--- config.mk ---
export PLATFORM = sky130hd
export DESIGN_NAME = io_supply_monitor_control
export DESIGN_NICKNAME = d
export VERILOG_FILES = /design/src/inc/supply_watch_pkg.sv /design/src/hdl/io_supply_monitor_control.sv
export SDC_FILE = /design/constraint.sdc
export NUM_CORES = 1
export LEC_CHECK = 0
export BUFFER_PORTS_ARGS = -buffer_cell sky130_fd_sc_hd__buf_4
export CORE_AREA = 2 2 67 69
export DETAILED_ROUTE_END_ITERATION = 8
export DIE_AREA = 0 0 69 71
export PLACE_DENSITY = 0.79
export REMOVE_ABC_BUFFERS = 1
export SYNTH_ARGS = -nofsm -noshare
export SYNTH_HDL_FRONTEND = slang
export SYNTH_SLANG_ARGS = --single-unit
--- constraint.sdc ---
create_clock -name clk_sys_in -period 3.95 [get_ports clk_sys_in]
set_clock_uncertainty 0.2 [all_clocks]
set_input_delay 0.1975 -clock clk_sys_in [delete_from_list [all_inputs] [get_ports clk_sys_in]]
set_output_delay 0.1975 -clock clk_sys_in [all_outputs]
set_load 0.03 [all_outputs]
--- src/inc/supply_watch_pkg.sv ---
// Package: register map, field positions and bus types for the I/O supply monitor control
package supply_watch_pkg;
  localparam logic [31:0] SUPPLY_MONITOR_CTRL_ADDR = 32'hFFFF0440;
  localparam logic [11:0] SUPPLY_MONITOR_CTRL_OFFS = 12'h440;
  localparam int ADDR_LSB_W = 12;
  localparam int BIT_LOW_FLAG = 0;
  localparam int BIT_MON_ON = 1;
  localparam int BIT_TRIP_SEL = 2;
  localparam int BIT_ABOVE = 3;
  localparam logic [15:0] CTRL_RESET = 16'h0008;
  localparam logic [1:0] RESP_OKAY = 2'h0;
  localparam logic [1:0] RESP_SLVERR = 2'h2;

  typedef struct packed {
    logic [31:0] addr;
    logic [2:0] prot;
  } axi_addr_s;

  typedef struct packed {
    logic [31:0] data;
    logic [3:0] strb;
  } axi_wdata_s;
endpackage : supply_watch_pkg

--- src/hdl/io_supply_monitor_control.sv ---
// Module: supply monitor control register and low-supply flag logic with AXI4-Lite slave
// Functional notes
// - Bit 3 reads the live comparator result, 1 while the supply is above the trip point.
// - Bit 3 reads 1 whenever the monitor is switched off.
// - Bit 2 selects the trip point; only 0 (2.79 V) is valid and software keeps it at 0.
// - Bit 1 switches the monitoring circuit on when 1 and off when 0.
// - Bit 0 is set when the above-trip status falls to 0 and stays set until cleared.
// - Writing 1 to bit 0 clears it once the status is back at 1; writing 0 does nothing.
// - A clearing write takes effect at once with no delay once the status is 1.
// - The flag goes out as an interrupt source, reaching the core only if enabled in a mask.
//
// Our own choice: the AXI4-Lite slave port.
`timescale 1ns/1ps
module io_supply_monitor_control
  import supply_watch_pkg::*;
(
  input wire logic clk_sys_in,
  input wire logic nrst_in,
  input wire logic cmp_above_in,
  output logic monitor_on_out,
  output logic trip_level_select_out,
  output logic low_supply_irq_out,
  input wire logic normal_interrupt_enable_mask_in,
  input wire logic fast_interrupt_enable_mask_in,
  output logic normal_irq_out,
  output logic fast_irq_out,
  input wire logic s_axi_awvalid_in,
  output logic s_axi_awready_out,
  input wire axi_addr_s s_axi_aw_in,
  input wire logic s_axi_wvalid_in,
  output logic s_axi_wready_out,
  input wire axi_wdata_s s_axi_w_in,
  output logic s_axi_bvalid_out,
  input wire logic s_axi_bready_in,
  output logic [1:0] s_axi_bresp_out,
  input wire logic s_axi_arvalid_in,
  output logic s_axi_arready_out,
  input wire axi_addr_s s_axi_ar_in,
  output logic s_axi_rvalid_out,
  input wire logic s_axi_rready_in,
  output logic [31:0] s_axi_rdata_out,
  output logic [1:0] s_axi_rresp_out
);
  function automatic logic hit(input logic [31:0] a);
    hit = (a[ADDR_LSB_W-1:2] == SUPPLY_MONITOR_CTRL_OFFS[ADDR_LSB_W-1:2]);
  endfunction : hit

  // Comparator is analog and asynchronous: two-stage synchroniser
  logic cmp_meta_r, cmp_sync_r, above_prev_r;
  logic mon_d1_r, mon_d2_r;
  logic mon_on_r, trip_sel_r, flag_r;
  logic aw_got_r, w_got_r, bvalid_r, rvalid_r;
  logic [1:0] bresp_r, rresp_r;
  logic [31:0] awaddr_r, rdata_r;
  logic [3:0] wstrb_r;
  logic [15:0] wdata_r;

  // Synchroniser still holds powered-down samples after enable: status held high till flushed
  wire logic mon_live = mon_on_r & mon_d1_r & mon_d2_r;
  wire logic above = cmp_sync_r | ~mon_live;
  wire logic fall_evt = above_prev_r & ~above;
  wire logic [15:0] ctrl_view = {12'h000, above, trip_sel_r, mon_on_r, flag_r};
  wire logic do_wr = aw_got_r & w_got_r & ~bvalid_r;
  wire logic wr_hit = do_wr & hit(awaddr_r);
  wire logic wr_lo = wr_hit & wstrb_r[0];
  wire logic clr_req = wr_lo & wdata_r[BIT_LOW_FLAG];
  wire logic wr_mon_bit = wdata_r[BIT_MON_ON];
  // Set wins over clear; clear needs status back high
  wire logic flag_nxt = fall_evt | ~above | (flag_r & ~(clr_req & above));
  wire logic rd_go = s_axi_arvalid_in & ~rvalid_r;

  always_ff @(posedge clk_sys_in or negedge nrst_in) begin
    if (!nrst_in) begin
      cmp_meta_r <= 1'b1;
      cmp_sync_r <= 1'b1;
      above_prev_r <= CTRL_RESET[BIT_ABOVE];
      mon_d1_r <= CTRL_RESET[BIT_MON_ON];
      mon_d2_r <= CTRL_RESET[BIT_MON_ON];
    end else begin
      cmp_meta_r <= cmp_above_in;
      cmp_sync_r <= cmp_meta_r;
      above_prev_r <= above;
      mon_d1_r <= mon_on_r;
      mon_d2_r <= mon_d1_r;
    end
  end

  always_ff @(posedge clk_sys_in or negedge nrst_in) begin
    if (!nrst_in) begin
      mon_on_r <= CTRL_RESET[BIT_MON_ON];
      trip_sel_r <= CTRL_RESET[BIT_TRIP_SEL];
      flag_r <= CTRL_RESET[BIT_LOW_FLAG];
    end else begin
      if (wr_lo) begin
        mon_on_r <= wr_mon_bit;
        trip_sel_r <= wdata_r[BIT_TRIP_SEL];
      end
      flag_r <= flag_nxt;
    end
  end

  // Write path: address and data taken in either order
  always_ff @(posedge clk_sys_in or negedge nrst_in) begin
    if (!nrst_in) begin
      aw_got_r <= 1'b0;
      w_got_r <= 1'b0;
      awaddr_r <= 32'h00000000;
      wdata_r <= 16'h0000;
      wstrb_r <= 4'h0;
      bvalid_r <= 1'b0;
      bresp_r <= RESP_OKAY;
    end else begin
      if (s_axi_awvalid_in && s_axi_awready_out) begin
        aw_got_r <= 1'b1;
        awaddr_r <= s_axi_aw_in.addr;
      end
      if (s_axi_wvalid_in && s_axi_wready_out) begin
        w_got_r <= 1'b1;
        wdata_r <= s_axi_w_in.data[15:0];
        wstrb_r <= s_axi_w_in.strb;
      end
      if (do_wr) begin
        aw_got_r <= 1'b0;
        w_got_r <= 1'b0;
        bvalid_r <= 1'b1;
        bresp_r <= hit(awaddr_r) ? RESP_OKAY : RESP_SLVERR;
      end else if (bvalid_r && s_axi_bready_in) begin
        bvalid_r <= 1'b0;
      end
    end
  end

  always_ff @(posedge clk_sys_in or negedge nrst_in) begin
    if (!nrst_in) begin
      rvalid_r <= 1'b0;
      rdata_r <= 32'h00000000;
      rresp_r <= RESP_OKAY;
    end else if (rd_go) begin
      rvalid_r <= 1'b1;
      rdata_r <= hit(s_axi_ar_in.addr) ? {16'h0000, ctrl_view} : 32'h00000000;
      rresp_r <= hit(s_axi_ar_in.addr) ? RESP_OKAY : RESP_SLVERR;
    end else if (rvalid_r && s_axi_rready_in) begin
      rvalid_r <= 1'b0;
    end
  end

  assign s_axi_awready_out = ~aw_got_r & ~bvalid_r;
  assign s_axi_wready_out = ~w_got_r & ~bvalid_r;
  assign s_axi_bvalid_out = bvalid_r;
  assign s_axi_bresp_out = bresp_r;
  assign s_axi_arready_out = ~rvalid_r;
  assign s_axi_rvalid_out = rvalid_r;
  assign s_axi_rdata_out = rdata_r;
  assign s_axi_rresp_out = rresp_r;
  assign monitor_on_out = mon_on_r;
  assign trip_level_select_out = trip_sel_r;
  assign low_supply_irq_out = flag_r;
  assign normal_irq_out = flag_r & normal_interrupt_enable_mask_in;
  assign fast_irq_out = flag_r & fast_interrupt_enable_mask_in;

  property p_off_reads_above;
    @(posedge clk_sys_in) disable iff (!nrst_in) !mon_on_r |-> above;
  endproperty
  a_off_reads_above: assert property (p_off_reads_above) else $error("status not 1 when off");
  property p_follow_cmp;
    @(posedge clk_sys_in) disable iff (!nrst_in)
      mon_live |-> ctrl_view[BIT_ABOVE] == $past(cmp_above_in, 2);
  endproperty
  a_follow_cmp: assert property (p_follow_cmp) else $error("status does not follow comparator");
  property p_set_on_low;
    @(posedge clk_sys_in) disable iff (!nrst_in) !above |=> flag_r;
  endproperty
  a_set_on_low: assert property (p_set_on_low) else $error("flag not set on low supply");
  property p_sticky;
    @(posedge clk_sys_in) disable iff (!nrst_in) flag_r && !clr_req |=> flag_r;
  endproperty
  a_sticky: assert property (p_sticky) else $error("flag dropped without clear");
  property p_clear;
    @(posedge clk_sys_in) disable iff (!nrst_in) flag_r && clr_req && above && !fall_evt |=> !flag_r;
  endproperty
  a_clear: assert property (p_clear) else $error("flag clear failed");
  property p_no_clear_low;
    @(posedge clk_sys_in) disable iff (!nrst_in) clr_req && !above |=> flag_r;
  endproperty
  a_no_clear_low: assert property (p_no_clear_low) else $error("flag cleared while low");
  property p_upper_zero;
    @(posedge clk_sys_in) disable iff (!nrst_in) s_axi_rvalid_out |-> s_axi_rdata_out[31:4] == 28'h0;
  endproperty
  a_upper_zero: assert property (p_upper_zero) else $error("upper bits not zero");
  property p_irq_gate;
    @(posedge clk_sys_in) disable iff (!nrst_in)
      normal_irq_out == (low_supply_irq_out && normal_interrupt_enable_mask_in)
      && fast_irq_out == (low_supply_irq_out && fast_interrupt_enable_mask_in);
  endproperty
  a_irq_gate: assert property (p_irq_gate) else $error("interrupt gating wrong");
  property p_enable_write;
    @(posedge clk_sys_in) disable iff (!nrst_in) wr_lo |=> mon_on_r == $past(wr_mon_bit);
  endproperty
  a_enable_write: assert property (p_enable_write) else $error("enable not written");
  property p_settle_high;
    @(posedge clk_sys_in) disable iff (!nrst_in) mon_on_r && !mon_live |-> above;
  endproperty
  a_settle_high: assert property (p_settle_high) else $error("status low in settle");
  property p_clear_at_once;
    @(posedge clk_sys_in) disable iff (!nrst_in) clr_req && above
      |=> !low_supply_irq_out && !normal_irq_out && !fast_irq_out;
  endproperty
  a_clear_at_once: assert property (p_clear_at_once) else $error("clear late");
  property p_ignore_bad;
    @(posedge clk_sys_in) disable iff (!nrst_in) do_wr && !hit(awaddr_r)
      |=> $stable(mon_on_r) && $stable(trip_sel_r);
  endproperty
  a_ignore_bad: assert property (p_ignore_bad) else $error("bad write landed");
  property p_rd_zero;
    @(posedge clk_sys_in) disable iff (!nrst_in)
      s_axi_rvalid_out && s_axi_rresp_out == RESP_SLVERR |-> s_axi_rdata_out == 32'h00000000;
  endproperty
  a_rd_zero: assert property (p_rd_zero) else $error("error read not zero");

  c_low_event: cover property (@(posedge clk_sys_in) disable iff (!nrst_in) fall_evt);
  c_clear: cover property (@(posedge clk_sys_in) disable iff (!nrst_in) flag_r && clr_req && above);
  c_clear_low: cover property (@(posedge clk_sys_in) disable iff (!nrst_in) clr_req && !above);
  c_wake: cover property (@(posedge clk_sys_in) disable iff (!nrst_in) $rose(mon_live));
  c_bad_addr: cover property (@(posedge clk_sys_in) disable iff (!nrst_in)
    s_axi_bvalid_out && s_axi_bresp_out == RESP_SLVERR);
endmodule : io_supply_monitor_control

==> results of run 1 <==
layer usage:
| metal | vias up | track usage | wire [um] | part of all wire |
|---|---|---|---|---|
| li1 | 481 | - | - | - |
| met1 | 475 | 0.1202 | 1021 | 0.37 |
| met3 | 4 | 0.06125 | 311 | 0.11 |
| met5 | - | 0 | 0 | 0 |
| met4 | 0 | 0.04575 | 26 | 0.0094 |
| met2 | 59 | 0.2094 | 1411 | 0.51 |
worst paths after layout:
| check | startpoint | to | slack [ps] | cells after the start |
|---|---|---|---|---|
| max | awaddr_r[3] | monitor_on_out | 1950 | 3 |
| min | s_axi_wvalid_in | w_got_r | 80 | 3 |
| min in group asynchronous | nrst_in | s_axi_rdata_out[1] | 190 | 2 |
| max reg2reg | awaddr_r[3] | monitor_on_out | 1950 | 3 |
| max in group asynchronous | nrst_in | cmp_meta_r | 3050 | 2 |
| min reg2reg | cmp_meta_r | cmp_sync_r | 160 | 0 |
per-stage QoR:
stage	instance area (um^2)	utilization	setup slack, ps	cells	total power [mW]
detailed placement	1773	0.4217	1914	215	0.8307
global route	2071	0.4926	1859	241	1.222
finish	2071	0.4926	1947	241	1.152
global placement	1773	0.4217	1974	215	0.8162
floorplan	1340	-	1842	114	0.7189
CTS	2071	0.4926	1908	241	1.168
where the power goes:
part | internal (mW) | switching, mW
Clock | 0.204 | 0.112
Combinational | 0.173 | 0.184
Sequential | 0.417 | 0.0622
Total | 0.793 | 0.358
cells by family after synthesis:
| kind of cell | after synthesis | synth area share |
|---|---|---|
| AOI/OAI and AO/OA | 11 | 0.05222 |
| buffers and inverters | 35 | 0.1678 |
| DFF | 31 | 0.5325 |
| muxes | 16 | 0.1284 |
| other | 1 | 0.002566 |
| and+or+nand+nor | 22 | 0.1164 |
final cells by class:
| class | count | area [um^2] | area share |
|---|---|---|---|
| sequential | 31 | 778.2 | 0.3758 |
| clock inverter | 2 | 35.03 | 0.01692 |
| clock buffer | 6 | 82.58 | 0.03988 |
| timing repair buffer | 67 | 548.0 | 0.2647 |
| tap | 52 | 65.06 | 0.03142 |
| multi-input combinational | 79 | 546.8 | 0.2640 |
| inverter | 4 | 15.01 | 0.007251 |
worst register-to-register path: cells and delay by family (launching register included):
kind	cells	cell delay (ps)
mux	1	330
flops	1	380
simple gates	2	980
synth_stat cells:
master / count / share of area
buf_4: 30 / 0.15
dfrtp_1: 29 / 0.50
mux2_2: 14 / 0.11
a22o_1: 4 / 0.024
inv_1: 4 / 0.010
and2_1: 3 / 0.013
nor2_1: 3 / 0.0077
nor2b_1: 3 / 0.013
o21ai_0: 3 / 0.010
dfstp_2: 2 / 0.036
mux2_4: 2 / 0.021
nand2_1: 2 / 0.0051
nand3b_1: 2 / 0.010
a21o_1: 1 / 0.0051
a21oi_1: 1 / 0.0034
a31oi_1: 1 / 0.0043
and4bb_2: 1 / 0.0086
buf_2: 1 / 0.0034
conb_1: 1 / 0.0026
nand2b_1: 1 / 0.0043
nand4b_1: 1 / 0.0060
nor4_1: 1 / 0.0043
nor4_4: 1 / 0.015
nor4b_1: 1 / 0.0060
o21a_1: 1 / 0.0051
or4_4: 1 / 0.0077
or4b_1: 1 / 0.0068
or4b_4: 1 / 0.0094
==> impl_metrics.env, run 1 <==
export IMPL_path_buf_inv=0
export IMPL_critPathArrivalTime_ps=1970
export IMPL_final_nets=304
export IMPL_cts_resized=0
export IMPL_gr_total_overflow=0
export IMPL_antenna_found_initial=0
export IMPL_crit_fanout=3
export IMPL_hold_class="input pin to flop"
export IMPL_final_common_cell="buf_4"
export IMPL_status="finished clean"
export IMPL_core_area_um2=4204
export IMPL_hpwl_um=2018
export IMPL_cts_buffers=5
export IMPL_clk_pin_slew_ps=60
export IMPL_worstPathRequired_ps=3920
export IMPL_slew_violations=0
export IMPL_cp_top_family="simple AND/OR/NAND/NOR gates"
export IMPL_grt_pass1_wl_um=4526
export IMPL_track_usage=0.1190
export IMPL_portBuffers=49
export IMPL_ios=162
export IMPL_max_cap_violations=0
export IMPL_ys_types=28
export IMPL_synth_seq_cells=31
export IMPL_worstSetupEndpointType="flop"
export IMPL_cts_htree_levels=2
export IMPL_worstPathCellList="or4b_4 > nor4_4 > mux2_4"
export IMPL_crit_path_start_kind="flop"
export IMPL_largest_reg_flops=10
export IMPL_ir_worst_vdd_v=0.0003529
export IMPL_netlist_area_um2=1461
export IMPL_setup_viol=0
export IMPL_synth_cells=116
export IMPL_cts_tree="yes"
export IMPL_ys_seq_area_frac=0.5325
export IMPL_crit_type="flop to flop"
export IMPL_clock_path_buffers=2
export IMPL_first_pass_iters=3
export IMPL_fillers=395
export IMPL_initial_core_util=0.3476
export IMPL_drive_above_1_share=0.4180
export IMPL_layout_common_cells="49 x buf_4, 30 x conb_1, 29 x dfrtp_1"
export IMPL_grt_setup_unrepaired="false"
export IMPL_post_route_min_period_ps=2003
export IMPL_vias_per_cell=4.228
export IMPL_clk_insertion_delay_late_ps=280
export IMPL_fmax_mhz=499.2
export IMPL_holdWs_ps=83.60
export IMPL_drt_iter0_drc=16
export IMPL_avgSynthCellArea_um2=12.60
export IMPL_place_gp_congestion=0.6964
export IMPL_die_y_um=71
export IMPL_largest_register="awaddr_r"
export IMPL_cpPeakStageDelay_ps=570
export IMPL_placementRows=24
export IMPL_period_share=0.5071
export IMPL_final_antenna_net_count=0
export IMPL_syn_to_final_growth_pct=41.70
export IMPL_cp_slowest_cell="or4b_4"
export IMPL_cts_root_buffer="clkbuf_8"
export IMPL_cts_sinks=31
export IMPL_ys_warn_count=0
export IMPL_grt_pass1_vias=1011
export IMPL_drc=0
export IMPL_post_cts_buffers=0
export IMPL_setup_tns_ps=0
export IMPL_hold_viol=0
export IMPL_die_w_um=69
export IMPL_grt_max_degree=32
export IMPL_diodes=0
export IMPL_die_area_um2=4899
export IMPL_via_count=1019
export IMPL_holdBufCountCts=18
export IMPL_leakage_nw=1.031
export IMPL_wl_per_cell_um=11.50
export IMPL_wl_um=2771
export IMPL_p_per_area_nw_per_um2=556.3
No activity file was read; power rests on OpenSTA's default activity.
==> inputs of run 2 (changes only) <==
--- a/config.mk
+++ b/config.mk
@@ -5,11 +5,12 @@
 export SDC_FILE = /design/constraint.sdc
 export NUM_CORES = 1
 export LEC_CHECK = 0
+export ABC_AREA = 1
 export BUFFER_PORTS_ARGS = -buffer_cell sky130_fd_sc_hd__buf_4
-export CORE_AREA = 2 2 67 69
+export CORE_AREA = 2 2 73 75
 export DETAILED_ROUTE_END_ITERATION = 8
-export DIE_AREA = 0 0 69 71
-export PLACE_DENSITY = 0.79
+export DIE_AREA = 0 0 75 77
+export PLACE_DENSITY = 0.72
 export REMOVE_ABC_BUFFERS = 1
 export SYNTH_ARGS = -nofsm -noshare
 export SYNTH_HDL_FRONTEND = slang
==> constraint.sdc (replaced) <==
create_clock -name clk_sys_in -period 1.6 [get_ports clk_sys_in]
set_clock_uncertainty 0.2 [all_clocks]
set_input_delay 0.08 -clock clk_sys_in [delete_from_list [all_inputs] [get_ports clk_sys_in]]
set_output_delay 0.08 -clock clk_sys_in [all_outputs]
set_load 0.03 [all_outputs]
==> impl_metrics.env, run 2 <==
export IMPL_status="finished clean"
export IMPL_wl_um=2979
export IMPL_drive_above_1_share=0.3540
export IMPL_async_reset_ff_frac=1.000
export IMPL_grt_busiest_layer="met2"
export IMPL_critPathArrivalTime_ps=1500
export IMPL_worstReg2RegEnd="wdata_r[0]"
export IMPL_die_w_um=75
export IMPL_cts_root_buffer="clkbuf_8"
export IMPL_grt_pass1_wl_um=4830
export IMPL_slew_violations=0
export IMPL_yosysMostFrequentCell="buf_4"
export IMPL_setup_tns_ps=0
export IMPL_netlist_area_um2=1503
export IMPL_drc=0
export IMPL_worstSetupEndpoint="s_axi_rresp_out[1]"
export IMPL_gr_usage_met3=0.03942
export IMPL_drt_iter0_drc=22
export IMPL_ir_worst_vdd_v=0.001191
export IMPL_final_common_cell="buf_4"
export IMPL_syn_to_final_growth_pct=44.96
export IMPL_clock_path_buffers=2
export IMPL_cts_sinks=31
export IMPL_initial_core_util=0.3019
export IMPL_max_cap_violations=0
export IMPL_track_usage=0.1118
export IMPL_yosysTopAreaCell="dfrtp_1"
export IMPL_dpl_cell_area_um2=1846
export IMPL_ys_types=23
export IMPL_largest_reg_flops=10
export IMPL_synth_edf_count=0
export IMPL_synth_top_cell_area_share=0.4829
export IMPL_core_area_um2=4977
export IMPL_largest_register="awaddr_r"
export IMPL_synthTopCellsByArea="dfrtp_1 48%, buf_4 15%, nand2_1 5.2%, mux2_4 5.0%, mux2_2 4.5%"
export IMPL_avgSynthCellArea_um2=10.29
export IMPL_placementRows=26
export IMPL_reg2reg_depth=4
export IMPL_cts_buffers=5
export IMPL_crit_fanout=4
export IMPL_synth_cells=146
export IMPL_startpoint="s_axi_ar_in[6]"
export IMPL_first_pass_iters=2
export IMPL_regToRegStartpoint="s_axi_bvalid_out"
export IMPL_clk_insertion_delay_late_ps=280
export IMPL_crit_path_start_kind="input pin"
export IMPL_setup_viol=0
export IMPL_worstPathRequired_ps=1570
export IMPL_fin_area_um2=2178
export IMPL_dp_cells=265
export IMPL_vias_per_cell=3.831
export IMPL_p_per_area_nw_per_um2=1266
export IMPL_period_share=0.9544
export IMPL_place_gp_congestion=0.7349
export IMPL_antenna_found_initial=0
export IMPL_clk_pin_slew_ps=60
export IMPL_wl_per_cell_um=10.06
export IMPL_via_count=1134
export IMPL_grt_pass1_vias=1116
export IMPL_final_cells=296
export IMPL_hpwl_um=2097
export IMPL_final_antenna_net_count=0
export IMPL_worstSetupEndpointType="flop"
export IMPL_synth_commonest_cells="30 x buf_4, 29 x dfrtp_1, 21 x nand2_1"
export IMPL_cts_tree="yes"
export IMPL_ios=162
export IMPL_ys_warn_count=0
export IMPL_rrSetupSlack_ps=130
export IMPL_hold_viol=0
export IMPL_die_y_um=77
export IMPL_diodes=0
export IMPL_fmax_mhz=654.9
export IMPL_synth_ff_type="dfrtp_1"
export IMPL_final_nets=341
export IMPL_fillers=488
export IMPL_leakage_nw=1.141
export IMPL_grt_max_degree=32
export IMPL_fin_util=0.4377
export IMPL_grt_setup_unrepaired="false"
export IMPL_ys_seq_area_frac=0.5179
export IMPL_use_met1=0.1211
export IMPL_post_route_min_period_ps=1527
export IMPL_portBuffers=49
export IMPL_cts_htree_levels=2
export IMPL_hold_class="input pin to flop"
export IMPL_grtUsageMet2=0.1912
export IMPL_die_area_um2=5775
export IMPL_crit_type="input pin to flop"
export IMPL_synth_seq_cells=31
export IMPL_layout_common_cells="51 x buf_4, 30 x conb_1, 29 x dfrtp_1"
export IMPL_gr_total_overflow=0
## run 2: worst min path at each step
stage / start / to / slack, ps / depth (start not counted)
6_report: s_axi_ar_in[10] / s_axi_rdata_out[2] / 10 / 6
3_5_place_dp: nrst_in / awaddr_r[5] / -160 / 1
2_1_floorplan: nrst_in / aw_got_r / -420 / 0
3_3_place_gp: nrst_in / awaddr_r[5] / -160 / 1
5_1_grt: s_axi_ar_in[9] / s_axi_rdata_out[2] / 20 / 5
4_1_cts: s_axi_ar_in[9] / s_axi_rdata_out[2] / 8 / 5
## run 2: report_power, final
part	total [mW]	switching, mW	internal, mW
clock	0.669	0.277	0.392
combinational	0.930	0.493	0.437
sequential	1.16	0.139	1.02
total	2.76	0.908	1.85
## run 2: worst max-delay path: stages
cell           delay (ps)
dlygate4sd3_1         530
buf_4                 130
or2_2                 310
nor3_4                220
nand2_1               130
nand2_1                70
inv_1                  30
## run 2: metal layers
layer	up-vias	share of wire
li1	557	-
met1	517	0.40
met2	54	0.51
met3	6	0.079
met4	0	0.017
met5	-	0
## run 2: cell type report
class | count | area [um^2] | area share
Inverter | 11 | 41.29 | 0.01895
Multi-Input combinational cell | 102 | 558.0 | 0.2562
Timing Repair Buffer | 74 | 613.1 | 0.2814
Clock buffer | 8 | 100.1 | 0.04595
Sequential cell | 31 | 778.2 | 0.3573
Tap cell | 70 | 87.58 | 0.04021
## run 2: cells by family (layout without fill, tap and decap cells)
family          after synthesis  in the layout  share of synthesized area
compound gates                8              8                    0.02913
other cells                   1             30                   0.002496
buf+inv                      42             93                     0.1848
flops                        31             31                     0.5179
mux                          12             12                     0.1016
simple gates                 52             52                     0.1640
## run 2: stage by stage
step                      power [mW]  setup slack (ps)  hold WS (ps)
final                          2.758             72.97         13.82
after global routing           2.953             5.396         17.13
after CTS                      2.783             75.48         8.294
after detailed placement       2.055             120.5        -163.6
after global placement         2.028             128.1        -164.3
after floorplan                1.772            -300.2        -415.6
## run 2: repair_timing
item,CTS,global route
setup endpoints to repair,0,2
resized for setup,0,1
hold buffers,23,0
buffers inserted,0,0
endpoints found under the hold margin,52,0
